`src/pkg/phs_pkg.sv`:
```
// Constants, field layouts and carrier types for the header, scrambler and RS encode block.
// Assumes a single 125 MHz core clock; imported whole by the design.
package phs_pkg;

  // ----------------------------------------------------------------
  // Register map (byte addresses) and field positions
  // ----------------------------------------------------------------
  localparam logic [4:0] ADDR_CTRL = 5'h00;
  localparam logic [4:0] ADDR_TRAIN = 5'h04;
  localparam logic [4:0] ADDR_SEGLEN = 5'h08;
  localparam logic [4:0] ADDR_HDRCFG = 5'h0c;
  localparam logic [4:0] ADDR_STATUS = 5'h10;
  localparam int CTRL_MIDAMBLE = 0;
  localparam int CTRL_FRAGMENT = 1;
  localparam int CTRL_DISCOVERY = 2;
  localparam int CTRL_BEACON = 3;
  localparam int CTRL_REP_LSB = 4;
  localparam int TRAIN_RX_LSB = 0;
  localparam int TRAIN_TX_LSB = 8;
  localparam int HDRCFG_NSEG_LSB = 0;
  localparam int HDRCFG_ATIF = 8;
  localparam int HDRCFG_NMAC_LSB = 16;
  localparam int STATUS_SEED_LSB = 0;
  localparam int STATUS_BUSY = 4;
  localparam int STATUS_REPERR = 5;
  localparam int STATUS_PAD_LSB = 8;
  localparam logic [3:0] REP_RESERVED_MIN = 4'h8;
  localparam logic [31:0] RESET_WORD = 32'h0000_0000;

  // ----------------------------------------------------------------
  // Scrambler seeds, bit 0 is the first delay stage output
  // ----------------------------------------------------------------
  localparam logic [1:0] SEED_ID_RESET = 2'h0;
  localparam logic [3:0][14:0] SEED_TABLE = {15'h7fff, 15'h7ffd, 15'h7ffe, 15'h7ffc};

  // ----------------------------------------------------------------
  // Reed-Solomon and padding figures
  // ----------------------------------------------------------------
  localparam int RS_PARITY_OCTETS = 16;
  localparam int PAD_BLOCK_BITS = 1792;
  localparam logic [7:0] PAY_DATA_OCTETS = 8'(PAD_BLOCK_BITS / 8);
  localparam int PAY_PAD_OCTETS = 15;
  localparam int HDR_PAD_BASE = 237;
  localparam logic [7:0] GF_POLY_LOW = 8'h1d;
  localparam logic [7:0] GF_ALPHA = 8'h02;
  localparam logic [3:0] PARITY_LAST = 4'hf;

  function automatic logic [7:0] phs_gf_mul(input logic [7:0] a, input logic [7:0] b);
    logic [7:0] p;
    logic [7:0] s;
    p = 8'h00;
    s = a;
    for (int i = 0; i < 8; i++)
    begin
      if (b[i]) p = p ^ s;
      s = {s[6:0], 1'b0} ^ (s[7] ? GF_POLY_LOW : 8'h00);
    end
    return p;
  endfunction : phs_gf_mul

  // Generator coefficients, product of (x - alpha^i) for i = 0..15
  function automatic logic [16:0][7:0] phs_gen_poly();
    logic [16:0][7:0] g;
    logic [7:0] r;
    g = '0;
    g[0] = 8'h01;
    r = 8'h01;
    for (int i = 0; i < RS_PARITY_OCTETS; i++)
    begin
      for (int j = 16; j > 0; j--) g[j] = g[j-1] ^ phs_gf_mul(g[j], r);
      g[0] = phs_gf_mul(g[0], r);
      r = phs_gf_mul(r, GF_ALPHA);
    end
    return g;
  endfunction : phs_gen_poly

  localparam logic [16:0][7:0] RS_GEN = phs_gen_poly();

  // ----------------------------------------------------------------
  // Carrier types
  // ----------------------------------------------------------------
  typedef struct packed {
    logic [7:0] octet;
    logic scramble;
    logic hdr_start;
    logic seg_start;
    logic payload;
    logic cw_last;
    logic frame_last;
  } phs_in_t;

  typedef struct packed {
    logic [7:0] octet;
    logic [3:0][1:0] branch;
    logic parity;
    logic last;
  } phs_out_t;

  typedef struct packed {
    logic midamble_present_flag;
    logic fragment_follow_flag;
    logic [3:0] discovery_repeat_code;
    logic [5:0] rx_training_symbol_count;
    logic [5:0] tx_training_symbol_count;
    logic [15:0] segment_length;
    logic [7:0] shortening_pad_count;
  } phs_hdr_t;

endpackage : phs_pkg

```
`src/rtl/phs_header_scramble_rs_encode.sv`:
```
// Header field former, side-stream scrambler, zero padder and shortened RS(255,239) encoder.
// Assumes MAC logic on CORE_CLK and an Avalon-MM master on the same clock.
//
// Notes on behaviour
// - Midamble flag is 1 when a midamble follows the segment, else 0.
// - Fragment flag is 1 for a fragment to reassemble, 0 otherwise.
// - Repeat code n gives 2^n repetitions; codes 8 to 15 are refused.
// - Non-discovery frames carry repeat code 0000.
// - Receive training count is six bits, zero in a discovery beacon.
// - Transmit training count is six bits, zero in a discovery beacon.
// - Scrambled payload is zero padded to a whole multiple of 1792 bits.
// - Coded octets are split into four branches for later stages.
// - Only MAC header, check sequence and payload bits are scrambled.
// - Seed loads at MAC header start and reloads at each segment start.
// - Fifteen-stage register; new bit is stage 14 xor stage 15.
// - First seed bit sets stage one, last sets stage fifteen.
// - Each scrambled bit is input bit xor sequence bit.
// - Two-bit seed id clears at reset, wraps up once per frame.
// - Seed id selects one of four fixed fifteen-bit seeds.
// - Seeds yield the documented first sixteen sequence bits.
// - Shortened systematic RS appends 16 parity octets, highest first.
// - Payload codewords carry 224 data octets, shortening pad 15.
// - Header pad is 237 - 4*segments - 3*indicator - MAC header length.
// - Field arithmetic over GF(2^8), polynomial z^8+z^4+z^3+z^2+1.
// - Generator is product of (x - alpha^i), i 0..15, alpha 02.
// - Parity is x^16 m(x) mod g(x), first octet highest order.
// - Segment length is a sixteen-bit uncoded octet count.
`timescale 1ns/1ns
`default_nettype none

module phs_header_scramble_rs_encode
  import phs_pkg::*;
(
  input wire logic CORE_CLK,
  input wire logic SYS_RST,
  input wire logic CLK_EN,
  input wire logic [4:0] AVS_ADDRESS,
  input wire logic AVS_READ,
  input wire logic AVS_WRITE,
  input wire logic [31:0] AVS_WRITEDATA,
  input wire logic [3:0] AVS_BYTEENABLE,
  output logic [31:0] AVS_READDATA,
  output logic AVS_WAITREQUEST,
  input wire logic IN_VALID,
  input wire phs_in_t IN_DATA,
  output logic IN_READY,
  output logic OUT_VALID,
  output phs_out_t OUT_DATA,
  output phs_hdr_t HDR_FIELDS
);

  typedef enum logic [1:0] {ST_DATA, ST_PAD, ST_PARITY} phs_state_t;

  // ----------------------------------------------------------------
  // Register bus
  // ----------------------------------------------------------------
  logic [31:0] ctrl_q;
  logic [31:0] train_q;
  logic [31:0] seglen_q;
  logic [31:0] hdrcfg_q;
  logic rep_err_q;
  logic wait_q;
  logic [31:0] rdata_q;
  logic [31:0] wmask;
  logic [31:0] ctrl_new;
  logic bus_wr;
  logic [1:0] seed_id_q;
  logic [7:0] pad_count;
  phs_state_t state_q;
  phs_state_t state_d;

  assign bus_wr = AVS_WRITE && !wait_q;

  genvar b;
  generate
    for (b = 0; b < 4; b++)
    begin : g_mask
      assign wmask[8*b +: 8] = {8{AVS_BYTEENABLE[b]}};
    end
  endgenerate

  assign ctrl_new = (AVS_WRITEDATA & wmask) | (ctrl_q & ~wmask);

  // Wait state for one cycle, answer on the next
  always_ff @(posedge CORE_CLK or posedge SYS_RST)
  begin
    if (SYS_RST) wait_q <= 1'b1;
    else if (CLK_EN) wait_q <= !((AVS_READ || AVS_WRITE) && wait_q);
  end

  always_ff @(posedge CORE_CLK or posedge SYS_RST)
  begin
    if (SYS_RST) rdata_q <= RESET_WORD;
    else if (CLK_EN && AVS_READ && wait_q)
    begin
      case (AVS_ADDRESS)
        ADDR_CTRL: rdata_q <= ctrl_q;
        ADDR_TRAIN: rdata_q <= train_q;
        ADDR_SEGLEN: rdata_q <= seglen_q;
        ADDR_HDRCFG: rdata_q <= hdrcfg_q;
        ADDR_STATUS:
        begin
          rdata_q <= RESET_WORD;
          rdata_q[STATUS_SEED_LSB +: 2] <= seed_id_q;
          rdata_q[STATUS_BUSY] <= (state_q != ST_DATA);
          rdata_q[STATUS_REPERR] <= rep_err_q;
          rdata_q[STATUS_PAD_LSB +: 8] <= pad_count;
        end
        default: rdata_q <= RESET_WORD;
      endcase
    end
  end

  // Reserved repeat codes keep the previous code and flag an error
  always_ff @(posedge CORE_CLK or posedge SYS_RST)
  begin
    if (SYS_RST)
    begin
      ctrl_q <= RESET_WORD;
      train_q <= RESET_WORD;
      seglen_q <= RESET_WORD;
      hdrcfg_q <= RESET_WORD;
      rep_err_q <= 1'b0;
    end
    else if (CLK_EN && bus_wr)
    begin
      case (AVS_ADDRESS)
        ADDR_CTRL:
        begin
          if (ctrl_new[CTRL_REP_LSB +: 4] >= REP_RESERVED_MIN)
          begin
            ctrl_q[CTRL_REP_LSB - 1:0] <= ctrl_new[CTRL_REP_LSB - 1:0];
            rep_err_q <= 1'b1;
          end
          else ctrl_q <= ctrl_new;
        end
        ADDR_TRAIN: train_q <= (AVS_WRITEDATA & wmask) | (train_q & ~wmask);
        ADDR_SEGLEN: seglen_q <= (AVS_WRITEDATA & wmask) | (seglen_q & ~wmask);
        ADDR_HDRCFG: hdrcfg_q <= (AVS_WRITEDATA & wmask) | (hdrcfg_q & ~wmask);
        ADDR_STATUS:
        begin
          if (AVS_BYTEENABLE[0] && AVS_WRITEDATA[STATUS_REPERR]) rep_err_q <= 1'b0;
        end
        default: ;
      endcase
    end
  end

  assign AVS_WAITREQUEST = wait_q;
  assign AVS_READDATA = rdata_q;

  // ----------------------------------------------------------------
  // Header fields
  // ----------------------------------------------------------------
  logic [9:0] pad_wide;

  assign pad_wide = 10'(HDR_PAD_BASE) - {2'h0, hdrcfg_q[HDRCFG_NSEG_LSB +: 6], 2'h0}
    - (hdrcfg_q[HDRCFG_ATIF] ? 10'h003 : 10'h000)
    - {2'h0, hdrcfg_q[HDRCFG_NMAC_LSB +: 8]};
  assign pad_count = pad_wide[7:0];

  always_ff @(posedge CORE_CLK or posedge SYS_RST)
  begin
    if (SYS_RST) HDR_FIELDS <= '0;
    else if (CLK_EN)
    begin
      HDR_FIELDS.midamble_present_flag <= ctrl_q[CTRL_MIDAMBLE];
      HDR_FIELDS.fragment_follow_flag <= ctrl_q[CTRL_FRAGMENT];
      HDR_FIELDS.discovery_repeat_code <=
        ctrl_q[CTRL_DISCOVERY] ? ctrl_q[CTRL_REP_LSB +: 4] : 4'h0;
      HDR_FIELDS.rx_training_symbol_count <=
        ctrl_q[CTRL_BEACON] ? 6'h00 : train_q[TRAIN_RX_LSB +: 6];
      HDR_FIELDS.tx_training_symbol_count <=
        ctrl_q[CTRL_BEACON] ? 6'h00 : train_q[TRAIN_TX_LSB +: 6];
      HDR_FIELDS.segment_length <= seglen_q[15:0];
      HDR_FIELDS.shortening_pad_count <= pad_count;
    end
  end

  // ----------------------------------------------------------------
  // Scrambler
  // ----------------------------------------------------------------
  // Returns next state in [22:8] and coded octet in [7:0]
  function automatic logic [22:0] phs_scramble(input logic [14:0] st, input logic [7:0] d);
    logic [14:0] s;
    logic [7:0] o;
    logic x;
    s = st;
    o = 8'h00;
    for (int k = 0; k < 8; k++)
    begin
      x = s[13] ^ s[14];
      o[k] = d[k] ^ x;
      s = {s[13:0], x};
    end
    return {s, o};
  endfunction : phs_scramble

  logic [14:0] scr_q;
  logic [14:0] scr_base;
  logic [22:0] scr_res;
  logic [7:0] coded;
  logic accept;
  logic frame_end_q;
  logic [7:0] cnt_q;
  logic [3:0] par_cnt_q;

  assign accept = IN_VALID && IN_READY && (state_q == ST_DATA);
  assign scr_base = (IN_DATA.hdr_start || IN_DATA.seg_start)
    ? SEED_TABLE[seed_id_q] : scr_q;
  assign scr_res = phs_scramble(scr_base, IN_DATA.octet);
  assign coded = IN_DATA.scramble ? scr_res[7:0] : IN_DATA.octet;

  always_ff @(posedge CORE_CLK or posedge SYS_RST)
  begin
    if (SYS_RST) scr_q <= SEED_TABLE[SEED_ID_RESET];
    else if (CLK_EN && accept)
      scr_q <= IN_DATA.scramble ? scr_res[22:8] : scr_base;
  end

  // Seed id advances after the last codeword of each frame
  always_ff @(posedge CORE_CLK or posedge SYS_RST)
  begin
    if (SYS_RST) seed_id_q <= SEED_ID_RESET;
    else if (CLK_EN && state_q == ST_PARITY && par_cnt_q == PARITY_LAST && frame_end_q)
      seed_id_q <= seed_id_q + 2'h1;
  end

  // ----------------------------------------------------------------
  // Reed-Solomon encoder
  // ----------------------------------------------------------------
  logic [15:0][7:0] par_q;
  logic [15:0][7:0] par_next;
  logic [7:0] rs_in;
  logic [7:0] feedback;

  // Zero octets ahead of the data leave a cleared remainder unchanged, so
  // the shortening pad needs no cycles of its own.
  assign rs_in = (state_q == ST_PAD) ? 8'h00 : coded;
  assign feedback = rs_in ^ par_q[15];

  genvar j;
  generate
    for (j = 0; j < RS_PARITY_OCTETS; j++)
    begin : g_rs
      if (j == 0)
      begin : g_first
        assign par_next[j] = phs_gf_mul(feedback, RS_GEN[j]);
      end
      else
      begin : g_rest
        assign par_next[j] = par_q[j-1] ^ phs_gf_mul(feedback, RS_GEN[j]);
      end
    end
  endgenerate

  always_ff @(posedge CORE_CLK or posedge SYS_RST)
  begin
    if (SYS_RST) par_q <= '0;
    else if (CLK_EN)
    begin
      if (accept || state_q == ST_PAD) par_q <= par_next;
      else if (state_q == ST_PARITY) par_q <= {par_q[14:0], 8'h00};
    end
  end

  // ----------------------------------------------------------------
  // Sequencer
  // ----------------------------------------------------------------
  logic [7:0] cnt_inc;

  assign cnt_inc = cnt_q + 8'h01;

  always_comb
  begin
    state_d = state_q;
    case (state_q)
      ST_DATA:
      begin
        if (accept && IN_DATA.payload && cnt_inc == PAY_DATA_OCTETS) state_d = ST_PARITY;
        else if (accept && IN_DATA.payload && IN_DATA.cw_last) state_d = ST_PAD;
        else if (accept && IN_DATA.cw_last) state_d = ST_PARITY;
      end
      ST_PAD:
      begin
        if (cnt_inc == PAY_DATA_OCTETS) state_d = ST_PARITY;
      end
      ST_PARITY:
      begin
        if (par_cnt_q == PARITY_LAST) state_d = ST_DATA;
      end
      default: state_d = ST_DATA;
    endcase
  end

  always_ff @(posedge CORE_CLK or posedge SYS_RST)
  begin
    if (SYS_RST)
    begin
      state_q <= ST_DATA;
      IN_READY <= 1'b0;
    end
    else if (CLK_EN)
    begin
      state_q <= state_d;
      IN_READY <= (state_d == ST_DATA);
    end
  end

  always_ff @(posedge CORE_CLK or posedge SYS_RST)
  begin
    if (SYS_RST)
    begin
      cnt_q <= 8'h00;
      par_cnt_q <= 4'h0;
      frame_end_q <= 1'b0;
    end
    else if (CLK_EN)
    begin
      if (state_d == ST_PARITY || state_q == ST_PARITY) cnt_q <= 8'h00;
      else if ((accept && IN_DATA.payload) || state_q == ST_PAD) cnt_q <= cnt_inc;
      par_cnt_q <= (state_q == ST_PARITY) ? par_cnt_q + 4'h1 : 4'h0;
      if (accept && IN_DATA.frame_last) frame_end_q <= 1'b1;
      else if (state_q == ST_PARITY && par_cnt_q == PARITY_LAST) frame_end_q <= 1'b0;
    end
  end

  // ----------------------------------------------------------------
  // Output stage with four-branch split, octet bit 0 sent first
  // ----------------------------------------------------------------
  logic [7:0] out_octet;
  logic [3:0][1:0] branch;

  assign out_octet = (state_q == ST_PARITY) ? par_q[15] : rs_in;

  genvar m;
  generate
    for (m = 0; m < 4; m++)
    begin : g_branch
      assign branch[m] = {out_octet[m + 4], out_octet[m]};
    end
  endgenerate

  always_ff @(posedge CORE_CLK or posedge SYS_RST)
  begin
    if (SYS_RST)
    begin
      OUT_VALID <= 1'b0;
      OUT_DATA <= '0;
    end
    else if (CLK_EN)
    begin
      OUT_VALID <= accept || state_q != ST_DATA;
      OUT_DATA.octet <= out_octet;
      OUT_DATA.branch <= branch;
      OUT_DATA.parity <= (state_q == ST_PARITY);
      OUT_DATA.last <= (state_q == ST_PARITY) && par_cnt_q == PARITY_LAST && frame_end_q;
    end
  end

endmodule : phs_header_scramble_rs_encode

`default_nettype wire

```
`config.mk`:
```
export PLATFORM = sky130hd
export DESIGN_NAME = phs_header_scramble_rs_encode
export DESIGN_NICKNAME = d
export VERILOG_FILES = /design/src/pkg/phs_pkg.sv /design/src/rtl/phs_header_scramble_rs_encode.sv
export SDC_FILE = /design/constraint.sdc
export NUM_CORES = 1
export LEC_CHECK = 0
export BUFFER_PORTS_ARGS = -buffer_cell sky130_fd_sc_hd__buf_4
export CAP_MARGIN = 20
export CORE_MARGIN = 3
export CORE_UTILIZATION = 61
export DETAILED_ROUTE_END_ITERATION = 10
export GPL_TIMING_DRIVEN = 0
export MAX_ROUTING_LAYER = met4
export PLACE_DENSITY_LB_ADDON = 0.3
export SKIP_LAST_GASP = 1
export SYNTH_ARGS = -nofsm -noshare
export SYNTH_HDL_FRONTEND = slang
export SYNTH_SLANG_ARGS = --single-unit
```
`constraint.sdc`:
```
create_clock -name CORE_CLK -period 15.1 [get_ports CORE_CLK]
set_input_delay 3.02 -clock CORE_CLK [delete_from_list [all_inputs] [get_ports CORE_CLK]]
set_output_delay 3.02 -clock CORE_CLK [all_outputs]
set_load 0.02 [all_outputs]
```
==> flow_metrics.py <==
metrics = {
    "layout": {
        "fillers": 2266,
        "area_delta_synth_final_pct": 15.7,
        "layout-drive-gt1-share_pct": 21.4,
        "layout_commonest_cell": "dfrtp_1",
        "instances_no_fill": 2507,
        "nNetsFinal": 2120,
        "final_cell_mix": "dfrtp_1, nand2_1, buf_4",
    },
    "timing": {
        "tightest_slew_ns": 1.12,
        "holdWs_ns": 0.496,
        "layout_setup_ws_ns": 8.48,
        "timing.fmax_mhz": 151,
        "setup_viol": 0,
        "min_period_ns": 6.62,
        "finalSetupTns_ns": 0,
        "rsz0062_at_grt": "false",
        "finalHoldViolations": 0,
        "maxSlewViolCount": 0,
        "period_share_pct": 43.8,
        "skew_ns": 0.0218,
        "max_slew_margin_pct": 25.1,
    },
    "clock_tree": {
        "cts_buffers": 39,
        "cts_setup_buffers": 0,
        "clock-sinks": 376,
        "cts_resized": 0,
        "cts_tree": "yes",
        "clock_latency_ns": 0.54,
        "clock-root-buffer": "clkbuf_16",
        "htreeDepth": 2,
        "clk_path_buf_depth": 3,
        "postCtsHoldBufs": 0,
        "clkTransAtPathRegs_ns": 0.06,
    },
    "global_routing": {
        "grt_max_degree": 132,
        "grt_pass1_vias": 15900,
        "grt-ovfl-total": 0,
        "grt_usage_pct": 34.4,
        "antenna_found_initial": 1,
        "grt_pass1_wl_um": 91800,
    },
    "synth": {
        "synthCells": 1841,
        "synth_warnings": 0,
        "syn_nets": 1920,
        "synth_adder_area_share_pct": 1.20,
        "synth.ff_latch_count": 376,
        "synth_area_um2": 20100,
        "synth-async-reset-ratio_pct": 100,
        "synth_area_leaders": "dfrtp_1, mux2_2, xnor2_1",
        "synth_top_area_share_pct": 45.2,
        "ys.flop_type": "dfrtp_1",
        "synthSimpleGateAreaFrac_pct": 10.3,
        "synth_top_family_by_area": "XOR/XNOR gates",
        "synth_xor_area_share_pct": 15.2,
        "synth_mux_area_share_pct": 10.2,
        "yosys.area.top_type": "dfrtp_1",
        "synth_cell_types": 75,
        "synth.avg_cell_area_um2": 10.9,
        "yosysSeqAreaShare_pct": 47.0,
        "synth_edf_count": 0,
        "synth_compound_area_share_pct": 12.8,
    },
    "power_and_ir_drop": {
        "p_int_mw": 3.70,
        "p_sw_share_pct": 43.0,
        "switchingPower_mw": 2.79,
        "p_per_area_nw_per_um2": 280,
        "ir_worst_vdd_mv": 0.220,
        "clockPowerShare_pct": 15.6,
        "combPwrFrac_pct": 62.3,
        "seqPwrFrac_pct": 22.1,
        "p_leak_nw": 10.9,
    },
    "setup_path": {
        "reg2regPathDepth": 10,
        "worstSetupPathType": "input port to register",
        "r2r-start": "state_q[0]$_DFFE_PP0P_",
        "critPathLaunch": "IN_DATA[3]",
        "endpoint_kind": "register",
        "critical_path.endpoint": "par_q[80]$_DFFE_PP0P_",
        "required_ns": 15.54,
        "r2r_end": "par_q[63]$_DFFE_PP0P_",
        "ff2ff_setup_slack_ns": 10.65,
        "worstSetupStartpointType": "input port",
        "cp.arrival_ns": 7.06,
        "crit_path_max_fanout": 7,
    },
    "drt": {
        "ant_nets": 0,
        "wl_um": 59100,
        "num_vias": 15800,
        "via_per_inst": 6.29,
        "first_pass_iters": 6,
        "wl_per_cell_um": 23.6,
        "drt_iter0_drc": 1613,
        "drc": 0,
    },
    "floorplan": {
        "fp.coreArea_um2": 32000,
        "num_rows": 65,
        "dieArea_um2": 35100,
        "ios": 156,
        "start_util_pct": 62.7,
        "die_h_um": 187,
        "die_w_um": 187,
    },
    "place": {
        "place_congestion": 1.04,
        "numPlacedInstances": 2434,
        "io_buffers": 152,
        "dp_hpwl_um": 42100,
        "post-place-ws_ns": 8.09,
    },
    "outcome": {
        "status": "finished clean",
    },
    "hold_path": {
        "hold_class": "register to register",
    },
    "job": {
        "cap_viol_max_count": 0,
    },
}
## through the flow
step / util [%] / cell area [µm²] / total power, mW
2_1_floorplan: - / 20100 / 4.32
3_3_place_gp: 68.0 / 21700 / 5.28
3_5_place_dp: 68.3 / 21800 / 5.36
4_1_cts: 72.5 / 23200 / 6.41
5_1_grt: 72.6 / 23200 / 6.77
6_report: 72.6 / 23200 / 6.50
## per-layer routing
metal | up-vias | global-route usage [%] | routed length [µm]
met1 | 7885 | 44.7 | 23200
li1 | 6849 | - | -
met5 | - | - | 0
met2 | 867 | 53.7 | 27900
met4 | 0 | 14.0 | 2530
met3 | 167 | 6.30 | 5460
## power groups by stage
| stage | clock [mW] | combinational (mW) | sequential, mW |
|---|---|---|---|
| floorplan | 0 | 2.91 | 1.41 |
| global placement | 0 | 3.85 | 1.43 |
| detailed placement | 0 | 3.91 | 1.44 |
| CTS | 1.02 | 3.96 | 1.43 |
| global route | 1.07 | 4.25 | 1.45 |
| finish | 1.02 | 4.04 | 1.43 |
## final cells by class
class / count / area, µm² / share of cell area, %
Multi-Input combinational cell: 1310 / 9970 / 43.0
Inverter: 35 / 139 / 0.599
Buffer: 120 / 519 / 2.24
Sequential cell: 376 / 9430 / 40.6
Clock buffer: 57 / 1170 / 5.06
Timing Repair Buffer: 159 / 1230 / 5.30
Antenna cell: 1 / 2.50 / 0.0108
Clock inverter: 14 / 189 / 0.814
Tap cell: 435 / 544 / 2.35
## synthesized netlist by cell type, drive strengths merged, types with 2 or more instances
cell / instances
a211o: 4
a21boi: 2
a21o: 5
a21oi: 46
a221oi: 4
a222oi: 22
a22o: 36
a22oi: 23
a31oi: 17
and2: 14
and3: 12
buf: 22
clkbuf: 98
dfrtp: 362
dfstp: 14
fa: 2
ha: 16
inv: 34
mux2: 159
mux2i: 26
nand2: 226
nand2b: 5
nand3: 29
nand4: 4
nor2: 116
nor2b: 4
nor3: 12
nor3b: 5
nor4: 2
nor4b: 2
o211ai: 30
o21a: 9
o21ai: 147
o22a: 14
o22ai: 2
o2bb2ai: 11
o31a: 2
o31ai: 4
or2: 5
or3: 25
xnor2: 129
xnor3: 46
xor2: 76
xor3: 5
## logic make-up after synthesis
family,Yosys count
muxes,185
buffers and inverters,155
adders and majority gates,18
AOI/OAI and AO/OA,385
xor gates and xnor gates,256
DFF,376
and+or+nand+nor,466
## how the worst min path moves through the flow
stage | from | endpoint | depth (start not counted)
after CTS | cnt_q[7]$_DFFE_PP0P_ | cnt_q[7]$_DFFE_PP0P_ | 1
after global routing | register | register | 1
final | par_q[88]$_DFFE_PP0P_ | par_q[88]$_DFFE_PP0P_ | 2
after detailed placement | cnt_q[7]$_DFFE_PP0P_ | cnt_q[7]$_DFFE_PP0P_ | 1
after floorplan | cnt_q[7]$_DFFE_PP0P_ | cnt_q[7]$_DFFE_PP0P_ | 1
after global placement | cnt_q[7]$_DFFE_PP0P_ | cnt_q[7]$_DFFE_PP0P_ | 1
## worst max-delay path, stage by stage
cell      delay, ns
buf_4          0.12
or3b_4         0.42
nor3_1         0.87
o211ai_1       0.20
a21oi_2        0.43
xor2_2         0.30
xnor2_1        0.61
xnor3_1        0.56
or3_1          0.33
a31oi_1        0.20
No activity file was read; power rests on OpenSTA's default activity.
